==> src/verilog/sbx_pkg.sv <==
// Package for the sleep and borrow-subtract execution block.
// Assumes a 16-bit instruction word and an 8-bit data path with 12-bit data addresses.
package sbx_pkg;

    localparam logic [15:0] OP_SLEEP      = 16'h0003;
    localparam logic [15:0] OP_SUBB_VAL   = 16'h5400;
    localparam logic [15:0] OP_SUBB_MSK   = 16'hFC00;
    localparam int          DEST_BIT      = 9;
    localparam int          ACC_BIT       = 8;
    localparam logic [3:0]  ACC_LOW_BANK  = 4'h0;
    localparam logic [3:0]  ACC_HIGH_BANK = 4'hF;
    localparam logic [7:0]  ACC_SPLIT_DEF = 8'h80;
    localparam logic        PWRDN_N_RST   = 1'b1;
    localparam logic        TMOUT_N_RST   = 1'b1;

    typedef enum logic [1:0] {
        PH_IDLE = 2'b00,
        PH_READ = 2'b01,
        PH_PROC = 2'b10,
        PH_WRITE = 2'b11
    } sbx_phase_e;

    typedef struct packed {
        logic n;
        logic ov;
        logic c;
        logic dc;
        logic z;
    } sbx_flags_s;

    typedef struct packed {
        sbx_phase_e  phase;
        logic [15:0] instr;
        logic [11:0] addr;
        logic        rd;
        logic        f_wr;
        logic        w_wr;
        logic [7:0]  wdata;
        logic        st_wr;
        sbx_flags_s  flags;
        logic        pwrdn_n;
        logic        tmout_n;
        logic        wdog_clr;
        logic        post_clr;
        logic        asleep;
        logic        busy;
    } sbx_state_s;

    localparam sbx_state_s STATE_RST = '{
        phase: PH_IDLE, instr: 16'h0000, addr: 12'h000, rd: 1'b0, f_wr: 1'b0,
        w_wr: 1'b0, wdata: 8'h00, st_wr: 1'b0, flags: 5'h00, pwrdn_n: PWRDN_N_RST,
        tmout_n: TMOUT_N_RST, wdog_clr: 1'b0, post_clr: 1'b0, asleep: 1'b0, busy: 1'b0};

endpackage

==> src/verilog/sbx_sub_alu.sv <==
// Borrow-subtract arithmetic: w minus f minus the inverted carry, with status flags.
// Purely combinational; the caller registers the result.
`timescale 1ns/100ps
module sbx_sub_alu (
    input  logic [7:0]         w_val,
    input  logic [7:0]         f_val,
    input  logic               carry_in,
    output logic [7:0]         result,
    output sbx_pkg::sbx_flags_s flags
);
    logic [8:0] diff;
    logic [4:0] low_diff;

    always_comb begin
        diff     = {1'b0, w_val} - {1'b0, f_val} - {8'h00, ~carry_in};   // [RQ7]
        low_diff = {1'b0, w_val[3:0]} - {1'b0, f_val[3:0]} - {4'h0, ~carry_in};
        result   = diff[7:0];
        flags.c  = ~diff[8];
        flags.dc = ~low_diff[4];
        flags.n  = diff[7];
        flags.z  = (diff[7:0] == 8'h00);
        flags.ov = (w_val[7] ^ f_val[7]) & (w_val[7] ^ diff[7]);
    end
endmodule

==> src/verilog/sbx_exec.sv <==
// Execution unit for the power-down and subtract-with-borrow instructions.
// Assumes the fetch stage presents one instruction at a time and that file data
// answer in the cycle after the read strobe.
// Contract
// RQ1 - The power-down opcode puts the core to sleep with its oscillator stopped at cycle end.
// RQ2 - Power-down clears the active-low power-down flag.
// RQ3 - Power-down sets the active-low time-out flag, and a watchdog wake-up clears it.
// RQ4 - Power-down clears the watchdog counter and postscaler before the core halts.
// RQ5 - The destination bit sends the subtract result to w when zero and to the file when one.
// RQ6 - The bank bit picks the access bank when zero and the bank select register when one.
// RQ7 - The subtract computes w minus f minus inverted carry and updates all five flags.
`timescale 1ns/100ps
module sbx_exec #(
    parameter logic [7:0] ACCESS_SPLIT = sbx_pkg::ACC_SPLIT_DEF
) (
    input  logic                clk_sys,
    input  logic                nrst,
    input  logic [15:0]         instr,
    input  logic                instr_valid,
    input  logic [7:0]          w_in,
    input  logic [7:0]          file_rdata,
    input  logic [3:0]          bank_select_register,
    input  logic                carry_in,
    input  logic                wake,
    input  logic                wake_by_watchdog,
    output logic [11:0]         file_addr,
    output logic                file_rd,
    output logic                file_wr,
    output logic                w_wr,
    output logic [7:0]          wdata,
    output logic                status_wr,
    output sbx_pkg::sbx_flags_s status_flags,
    output logic                power_down_flag_n,
    output logic                timeout_flag_n,
    output logic                watchdog_counter_clr,
    output logic                postscaler_clr,
    output logic                osc_stop,
    output logic                busy
);
    sbx_pkg::sbx_state_s st_ff;
    sbx_pkg::sbx_state_s nxt_st;
    logic [7:0]          alu_res;
    sbx_pkg::sbx_flags_s alu_flags;

    function automatic logic is_sub(input logic [15:0] op);
        return (op & sbx_pkg::OP_SUBB_MSK) == sbx_pkg::OP_SUBB_VAL;
    endfunction

    function automatic logic is_sleep(input logic [15:0] op);
        return op == sbx_pkg::OP_SLEEP;
    endfunction

    sbx_sub_alu u_alu (
        .w_val    (w_in),
        .f_val    (file_rdata),
        .carry_in (carry_in),
        .result   (alu_res),
        .flags    (alu_flags)
    );

    always_comb begin
        nxt_st          = st_ff;
        nxt_st.rd       = 1'b0;
        nxt_st.f_wr     = 1'b0;
        nxt_st.w_wr     = 1'b0;
        nxt_st.st_wr    = 1'b0;
        nxt_st.wdog_clr = 1'b0;
        nxt_st.post_clr = 1'b0;
        unique case (st_ff.phase)
            sbx_pkg::PH_IDLE: begin
                if (st_ff.asleep) begin
                    if (wake) begin
                        nxt_st.asleep = 1'b0;
                        if (wake_by_watchdog) begin
                            nxt_st.tmout_n = 1'b0;                          // [RQ3]
                        end
                    end
                end else if (instr_valid && (is_sub(instr) || is_sleep(instr))) begin
                    nxt_st.phase = sbx_pkg::PH_READ;
                    nxt_st.instr = instr;
                    nxt_st.busy  = 1'b1;
                    if (is_sub(instr)) begin
                        nxt_st.rd = 1'b1;
                        if (instr[sbx_pkg::ACC_BIT]) begin
                            nxt_st.addr = {bank_select_register, instr[7:0]};  // [RQ6]
                        end else if (instr[7:0] < ACCESS_SPLIT) begin
                            nxt_st.addr = {sbx_pkg::ACC_LOW_BANK, instr[7:0]};   // [RQ6]
                        end else begin
                            nxt_st.addr = {sbx_pkg::ACC_HIGH_BANK, instr[7:0]};  // [RQ6]
                        end
                    end
                end
            end
            sbx_pkg::PH_READ: begin
                nxt_st.phase = sbx_pkg::PH_PROC;
            end
            sbx_pkg::PH_PROC: begin
                nxt_st.phase = sbx_pkg::PH_WRITE;
                if (is_sleep(st_ff.instr)) begin
                    nxt_st.pwrdn_n  = 1'b0;                                 // [RQ2]
                    nxt_st.tmout_n  = 1'b1;                                 // [RQ3]
                    nxt_st.wdog_clr = 1'b1;                                 // [RQ4]
                    nxt_st.post_clr = 1'b1;                                 // [RQ4]
                end else begin
                    nxt_st.wdata = alu_res;                                 // [RQ7]
                    nxt_st.flags = alu_flags;                               // [RQ7]
                    nxt_st.st_wr = 1'b1;
                    nxt_st.f_wr  = st_ff.instr[sbx_pkg::DEST_BIT];          // [RQ5]
                    nxt_st.w_wr  = ~st_ff.instr[sbx_pkg::DEST_BIT];         // [RQ5]
                end
            end
            sbx_pkg::PH_WRITE: begin
                nxt_st.phase = sbx_pkg::PH_IDLE;
                nxt_st.busy  = 1'b0;
                if (is_sleep(st_ff.instr)) begin
                    nxt_st.asleep = 1'b1;                                   // [RQ1]
                end
            end
        endcase
    end

    always_ff @(posedge clk_sys or negedge nrst) begin
        if (!nrst) begin
            st_ff <= sbx_pkg::STATE_RST;
        end else begin
            st_ff <= nxt_st;
        end
    end

    assign file_addr            = st_ff.addr;
    assign file_rd              = st_ff.rd;
    assign file_wr              = st_ff.f_wr;
    assign w_wr                 = st_ff.w_wr;
    assign wdata                = st_ff.wdata;
    assign status_wr            = st_ff.st_wr;
    assign status_flags         = st_ff.flags;
    assign power_down_flag_n    = st_ff.pwrdn_n;
    assign timeout_flag_n       = st_ff.tmout_n;
    assign watchdog_counter_clr = st_ff.wdog_clr;
    assign postscaler_clr       = st_ff.post_clr;
    assign osc_stop             = st_ff.asleep;
    assign busy                 = st_ff.busy;

    // Expected subtract result formed from the operands seen in the processing phase.
    logic [7:0] chk_res;
    assign chk_res = w_in - file_rdata - {7'h00, ~carry_in};

    a_sleep_halts: assert property ( // [RQ1]
        @(posedge clk_sys) disable iff (!nrst)
        (st_ff.phase == sbx_pkg::PH_WRITE && is_sleep(st_ff.instr)) |=> osc_stop && !busy)
        else $error("sleep did not stop the oscillator at cycle end");

    a_pd_cleared: assert property ( // [RQ2]
        @(posedge clk_sys) disable iff (!nrst)
        $rose(osc_stop) |-> !power_down_flag_n && $past(watchdog_counter_clr))
        else $error("power-down flag not cleared on sleep");

    a_to_set: assert property ( // [RQ3]
        @(posedge clk_sys) disable iff (!nrst)
        watchdog_counter_clr |-> timeout_flag_n ##1 (timeout_flag_n && osc_stop))
        else $error("time-out flag not set on sleep");

    a_to_wake: assert property ( // [RQ3]
        @(posedge clk_sys) disable iff (!nrst)
        (osc_stop && wake && wake_by_watchdog) |=> !timeout_flag_n && !osc_stop)
        else $error("watchdog wake-up did not clear time-out flag");

    a_wdog_before_halt: assert property ( // [RQ4]
        @(posedge clk_sys) disable iff (!nrst)
        (st_ff.phase == sbx_pkg::PH_READ && is_sleep(st_ff.instr))
        |=> ##1 (watchdog_counter_clr && postscaler_clr && !osc_stop) ##1 osc_stop)
        else $error("watchdog not cleared before halt");

    a_dest_select: assert property ( // [RQ5]
        @(posedge clk_sys) disable iff (!nrst)
        status_wr |-> (file_wr == st_ff.instr[sbx_pkg::DEST_BIT]) && (w_wr != file_wr))
        else $error("subtract result sent to wrong destination");

    a_bank_select: assert property ( // [RQ6]
        @(posedge clk_sys) disable iff (!nrst)
        file_rd |-> file_addr[7:0] == st_ff.instr[7:0] && (st_ff.instr[sbx_pkg::ACC_BIT]
            ? file_addr[11:8] == $past(bank_select_register)
            : file_addr[11:8] == ((file_addr[7:0] < ACCESS_SPLIT) ? sbx_pkg::ACC_LOW_BANK
                                                                   : sbx_pkg::ACC_HIGH_BANK)))
        else $error("operand bank selected wrongly");

    a_sub_result: assert property ( // [RQ7]
        @(posedge clk_sys) disable iff (!nrst)
        (st_ff.phase == sbx_pkg::PH_PROC && is_sub(st_ff.instr))
        |=> status_wr && wdata == $past(chk_res) && status_flags.z == (wdata == 8'h00)
            && status_flags.n == wdata[7])
        else $error("subtract result or flags wrong");

    a_sub_timing: assert property ( // [RQ7]
        @(posedge clk_sys) disable iff (!nrst)
        file_rd |-> ##2 status_wr ##1 !busy)
        else $error("subtract did not finish in one instruction cycle");

    a_refuse_asleep: assert property ( // [RQ1]
        @(posedge clk_sys) disable iff (!nrst)
        (osc_stop && !wake) |=> osc_stop && !busy && !file_rd)
        else $error("instruction taken while asleep");

    a_clr_paired: assert property ( // [RQ4]
        @(posedge clk_sys) disable iff (!nrst)
        watchdog_counter_clr == postscaler_clr)
        else $error("watchdog and postscaler clears not paired");

    a_sleep_no_write: assert property ( // [RQ1]
        @(posedge clk_sys) disable iff (!nrst)
        watchdog_counter_clr |-> !status_wr && !file_wr && !w_wr)
        else $error("sleep wrote a result");

    a_strobe_single: assert property ( // [RQ7]
        @(posedge clk_sys) disable iff (!nrst)
        (file_rd || status_wr) |=> !file_rd && !status_wr)
        else $error("strobe held longer than one cycle");

    c_sleep: cover property (@(posedge clk_sys) disable iff (!nrst) $rose(osc_stop));
    c_sub_file: cover property (@(posedge clk_sys) disable iff (!nrst) file_wr);
    c_sub_w_borrow: cover property (
        @(posedge clk_sys) disable iff (!nrst) w_wr && !status_flags.c);
    c_wdog_wake: cover property (
        @(posedge clk_sys) disable iff (!nrst) osc_stop && wake && wake_by_watchdog);
endmodule

==> config.mk <==
export PLATFORM = sky130hd
export DESIGN_NAME = sbx_exec
export DESIGN_NICKNAME = d
export VERILOG_FILES = /design/src/verilog/sbx_pkg.sv /design/src/verilog/sbx_sub_alu.sv /design/src/verilog/sbx_exec.sv
export SDC_FILE = /design/constraint.sdc
export NUM_CORES = 1
export LEC_CHECK = 0
export BUFFER_PORTS_ARGS = -buffer_cell sky130_fd_sc_hd__buf_2
export CORE_ASPECT_RATIO = 0.9
export CORE_MARGIN = 4
export CORE_UTILIZATION = 45
export CTS_CLUSTER_DIAMETER = 30
export DETAILED_ROUTE_END_ITERATION = 8
export PLACE_DENSITY = 0.76
export SYNTH_ARGS = -nofsm -noshare
export SYNTH_HDL_FRONTEND = slang
export SYNTH_HIERARCHICAL = 1
export SYNTH_SLANG_ARGS = --single-unit
==> constraint.sdc <==
create_clock -name clk_sys -period 2.8 [get_ports clk_sys]
set_input_delay 0.56 -clock clk_sys [delete_from_list [all_inputs] [get_ports clk_sys]]
set_output_delay 0.56 -clock clk_sys [all_outputs]
set_load 0.005 [all_outputs]
==> results of run 1 <==
-- flip-flops by register name, summed over array words and instances (netlist names) --
name / flops
status_flags: 5
postscaler_clr: 1
file_addr: 12
w_wr: 1
busy: 1
timeout_flag_n: 1
file_rd: 1
file_wr: 1
st_ff: 18
wdata: 8
power_down_flag_n: 1
status_wr: 1
osc_stop: 1
-- final timing paths --
kind / start / end / slack [ns] / cells after the start
max: carry_in / status_flags[0] / 0.23 / 12
min: nrst / file_addr[10] / 0.35 / 2
min in group clk_sys: instr[1] / file_addr[1] / 0.46 / 3
max in group asynchronous: nrst / wdata[1] / 2.01 / 2
min reg2reg: file_addr[6] / file_addr[6] / 0.48 / 2
max reg2reg: st_ff[52] / file_addr[0] / 0.49 / 7
-- cell usage after synthesis (all sizes together) (3+ instances only) --
cell     count  area [µm²]
mux2        24         282
nor4         3        18.8
a2111oi      3        63.8
inv         30         113
a21oi       11        62.6
ha          18         225
nor2b        7        43.8
nand2       33         124
o21ai       11        55.1
clkbuf       5        18.8
xnor2        5        51.3
nand4        4        25.0
dfrtp       50        1250
nor2        14        52.6
buf         28         214
xor2         4        35.0
-- metrics by stage --
stage	cells	worst slack, ns	util (%)	hold WS (ns)
after CTS	420	0.254	53.2	0.383
after detailed placement	412	-0.0660	51.6	0.462
after global routing	420	0.0764	53.2	0.411
after floorplan	277	0.145	-	0.264
final	420	0.230	53.2	0.350
after global placement	412	-0.0190	51.6	0.454
-- cells by family (layout without fill, tap and decap cells) --
group	count (synthesis)	count (layout)
compound gates	33	33
xor+xnor	9	9
fa+ha+maj	20	20
buf+inv	64	120
flops	52	52
mux	24	24
simple gates	75	75
-- layer usage --
metal  track usage, %  routed length (µm)  up-vias  part of all wire [%]
li1                 -                   -     1000                     -
met1             19.6                2480      968                    44
met2             25.6                2810       39                    50
met3             2.69                 223        7                   4.0
met4             4.05                  64        0                   1.1
met5                0                   0        -                     0
-- final cells by class --
type / instances / area (µm²)
multi-input cells: 161 / 1250
repair buffers: 81 / 418
clock buffers: 5 / 68.8
flip-flops and latches: 52 / 1300
fillers: 565 / 2890
well taps: 87 / 109
clock inverters: 3 / 27.5
inverters: 31 / 116
-- power by group --
part / leakage, µW / internal (µW) / switching [µW]
logic: 0.00101 / 383 / 357
clock network: 0.0000463 / 184 / 264
registers: 0.000663 / 936 / 92.7
total: 0.00172 / 1500 / 714
-- worst reg2reg max path, cell delays in order (launching register included) --
cell and delay (ns):
dfrtp_1 0.41, inv_1 0.11, ha_1 0.28, inv_1 0.16
or4_1 0.87, clkinv_1 0.29, nand2_1 0.09, nand2_1 0.06
==> metrics.yaml, run 1 <==
synth-compound-area-share_pct: 8.42
critPathLaunchType: "input pin"
leakagePower_uw: 0.00172
tightest_slew_ns: 0.669
initialDrtViolationCount: 89
postCtsHoldBufs: 0
final_cell_mix: "76 x buf_2, 50 x dfrtp_1, 33 x nand2_1, 30 x inv_1, 21 x mux2_2"
cp.required_ns: 2.99
synthDistinctLibCells: 41
finalCriticalPeriod_ns: 2.57
hold_violations: 0
cp.arrival_ns: 2.76
synth_edf_count: 0
cts_resized: 0
start_util_pct: 46.9
synth-seq-cells: 52
postCtsSetupBuffers: 0
rsz0062_at_grt: "false"
crit_chain: "buf_2 > inv_1 > fa_1 > inv_1 > fa_1 > nand2b_1 > a2111oi_0 > buf_4 > nor2_1 > xnor2_1 > nor3_2 > mux2_2"
final_layout_size_suffix_gt1_share_pct: 36.9
ys_warn_count: 6
die-area_mm2: 0.00779
grt_use_total_pct: 15.0
cts.reportedPaths.clkPinSlew_ns: 0.10
tns_ns: 0
fin_area_mm2: 0.00329
route.detailed.drc: 0
drt-pass1-iter-count: 4
powerDensity_mw_per_mm2: 674
fmax_mhz: 389
path_max_fanout: 2
ir_worst_vdd_uv: 311
critPathTopFamily: "adder cells"
power_uw: 2220
synth_top_family_by_area: "simple AND/OR/NAND/NOR gates"
clk_path_buf_depth: 2
fin_crit_sh_pct: 91.8
worst-path-buf-inv: 4
hpwl_mm: 4.27
clockRootBuffer: "clkbuf_8"
synth_cells: 277
h-tree-depth: 2
synthSimpleGateAreaFrac_pct: 12.7
wl_per_cell_um: 13.3
die_w_um: 92.6
slew_viol_final: 0
viasPerCell: 4.80
rows: 27
gp_congestion: 0.844
ys.flop_type: "dfrtp_1"
fin_skew_ns: 0.00676
layout.nets: 394
grt_max_degree: 53
area_growth_pct: 13.5
insertion_delay_ns: 0.30
setup_viol: 0
port_buffers: 76
cts.sinks: 52
slowest_delay_ns: 0.43
hold_path_class: "in2async"
antenna_left: 0
ys_seq_area_share_pct: 45.0
synth_mux_area_share_pct: 9.71
gr-total-overflow: 0
syn_nets: 339
critPathKind: "in2reg"
maxCapViolations: 0
final_common_cell: "buf_2"
grt_pass1_wl_mm: 9.54
cts_tree: "done"
synthAdderAreaFrac_pct: 9.15
wl_mm: 5.57
cts_buffers: 5
grt_pass1_vias: 2044
dpl_cell_area_mm2: 0.00319
io_pins: 77
die_y_um: 84.1
diodes: 0
antenna_found_initial: 0
postSynthAreaPerCell_um2: 10.5
synth_xor_area_share_pct: 2.98
cp_slowest_cell: "a2111oi_0"
async_flop_share_pct: 100
slew_headroom_pct: 55.4
status: "completed"
fp.coreArea_mm2: 0.00618
endpoint_kind: "register"
vias: 2014
syn-cell-area_mm2: 0.00290
Power figures use the tool's default switching activity.
==> inputs of run 2 (changes only) <==
==> constraint.sdc (replaced) <==
create_clock -name clk_sys -period 3 [get_ports clk_sys]
set_input_delay 0.6 -clock clk_sys [delete_from_list [all_inputs] [get_ports clk_sys]]
set_output_delay 0.6 -clock clk_sys [all_outputs]
set_load 0.005 [all_outputs]
==> run 2 against run 1 <==
Wire length decreased by 0.43%. Non-clock buffer count unchanged. Sequential cell count unchanged. Largest power group unchanged.
==> metrics.yaml, run 2 (synthesized netlist as in run 1, its figures left out) <==
status: "completed"
cp_slowest_cell: "a2111oi_0"
start_util_pct: 46.9  # unchanged
gr-total-overflow: 0  # unchanged
seqCellArea_mm2: 0.00130  # unchanged
cts.reportedPaths.clkPinSlew_ns: 0.09  # about the same
tns_ns: 0  # unchanged
finalCriticalPeriod_ns: 2.70
fmax_mhz: 371
final_common_cell: "buf_2"
fin_skew_ns: 0.00742  # +0.000666 ns
cts.sinks: 52  # unchanged
fin_util_pct: 53.2  # about the same
initialDrtViolationCount: 86  # -3.4%
slowest_delay_ns: 0.49  # +0.06 ns
power_uw: 2060  # -6.8%
diodes: 0  # unchanged
die_w_um: 92.6  # unchanged
wl_per_cell_um: 13.2  # -0.43%
top_register: "st_ff"
cp.arrival_ns: 2.89  # +0.13 ns
rsz0062_at_grt: "false"
fin_crit_sh_pct: 89.9
cp.required_ns: 3.19  # +0.20 ns
hpwl_mm: 4.29  # +0.29%
io_pins: 77  # unchanged
fin_area_mm2: 0.00329  # about the same
area_growth_pct: 13.4  # about the same
postCtsSetupBuffers: 0  # unchanged
maxCapViolations: 0  # unchanged
place_ws_ns: 0.0194  # +0.0854 ns
route.detailed.drc: 0  # unchanged
grt_use_total_pct: 15.2  # +0.22 points
setup_slack_ns: 0.302  # +0.0723 ns
hold_path_class: "in2async"
clockRootBuffer: "clkbuf_8"
slew_viol_final: 0  # unchanged
antenna_found_initial: 0  # unchanged
tightest_slew_ns: 0.657  # -0.0114 ns
critPathKind: "in2reg"
endpoint_kind: "register"
vias: 2046  # +1.6%
final_layout_size_suffix_gt1_share_pct: 36.6  # -0.30 points
slew_headroom_pct: 55.9  # +0.49 points
crit_chain: "buf_2 > inv_1 > fa_1 > inv_1 > fa_1 > nand2b_1 > a2111oi_0 > buf_4 > nor2_1 > xnor2_1 > nor3_2 > mux2_2"
insertion_delay_ns: 0.30  # about the same
postCtsHoldBufs: 0  # unchanged
reg2reg_slack_ns: 0.72  # +0.23 ns
fp.coreArea_mm2: 0.00618  # unchanged
gp_congestion: 0.877  # +3.9%
leakagePower_uw: 0.00172  # -0.10%
viasPerCell: 4.87  # +1.6%
ir_worst_vdd_uv: 248  # -20%
die_y_um: 84.1  # unchanged
wl_mm: 5.55  # -0.43%
path_max_fanout: 2  # unchanged
cts_buffers: 5  # unchanged
powerDensity_mw_per_mm2: 628  # -6.8%
clk_path_buf_depth: 2  # unchanged
nFillCells: 557  # -1.4%
grt_pass1_vias: 2166  # +6.0%
largest_reg_flops: 18  # unchanged
critPathLaunchType: "input pin"
grt_max_degree: 53  # unchanged
rows: 27  # unchanged
die-area_mm2: 0.00779  # unchanged
drt-pass1-iter-count: 4  # unchanged
cts_resized: 0  # unchanged
cts_tree: "done"
hold_violations: 0  # unchanged
setup_viol: 0  # unchanged
h-tree-depth: 2  # unchanged
grt_pass1_wl_mm: 9.79  # +2.6%
final_cell_mix: "76 x buf_2, 50 x dfrtp_1, 33 x nand2_1, 30 x inv_1, 21 x mux2_2"
dpl_cell_area_mm2: 0.00319  # unchanged
antenna_left: 0  # unchanged
port_buffers: 76  # unchanged
layout.nets: 394  # unchanged
multiInputGateArea_mm2: 0.00125  # unchanged
## run 2: final timing paths
kind / from / to / depth (start not counted)
hold reg to reg: file_addr[6] / file_addr[6] / 2
setup / recovery: carry_in / status_flags[0] / 12
min in group clk_sys: file_addr[6] / file_addr[6] / 2
max in group asynchronous: nrst / wdata[0] / 2
hold / removal: nrst / file_addr[10] / 2
setup reg to reg: st_ff[51] / file_addr[1] / 7
## run 2: worst max-delay path: cells and delay by family
kind,cells,cell delay (ns)
simple gates,3,0.31
mux,1,0.27
xor+xnor,1,0.21
compound gates,1,0.49
buf+inv,4,0.42
fa+ha+maj,2,0.58
## run 2: metal layers
| layer | vias to the layer above | GRT usage [%] | share of wire, % |
|---|---|---|---|
| met5 | - | 0 | 0 |
| met4 | 0 | 4.18 | 1.4 |
| met3 | 9 | 2.78 | 3.3 |
| met2 | 40 | 25.8 | 50 |
| met1 | 995 | 20.0 | 45 |
| li1 | 1002 | - | - |
## run 2: final cells by class
type	instances	share of cell area, %
Inverter	31	3.54
Timing Repair Buffer	81	12.7
Clock buffer	7	2.63
Tap cell	87	3.31
Sequential cell	52	39.7
Clock inverter	1	0.228
Multi-Input combinational cell	161	37.9
## run 2: report_power, final
group,internal [µW],switching (µW)
Clock,188,221
Sequential,874,91.3
Combinational,359,332
Total,1420,645
## run 2: metrics by stage
step           std cells  hold slack, ns
2_1_floorplan        277           0.304
3_3_place_gp         412           0.454
3_5_place_dp         412           0.463
4_1_cts              420           0.420
5_1_grt              420           0.466
6_report             420           0.396
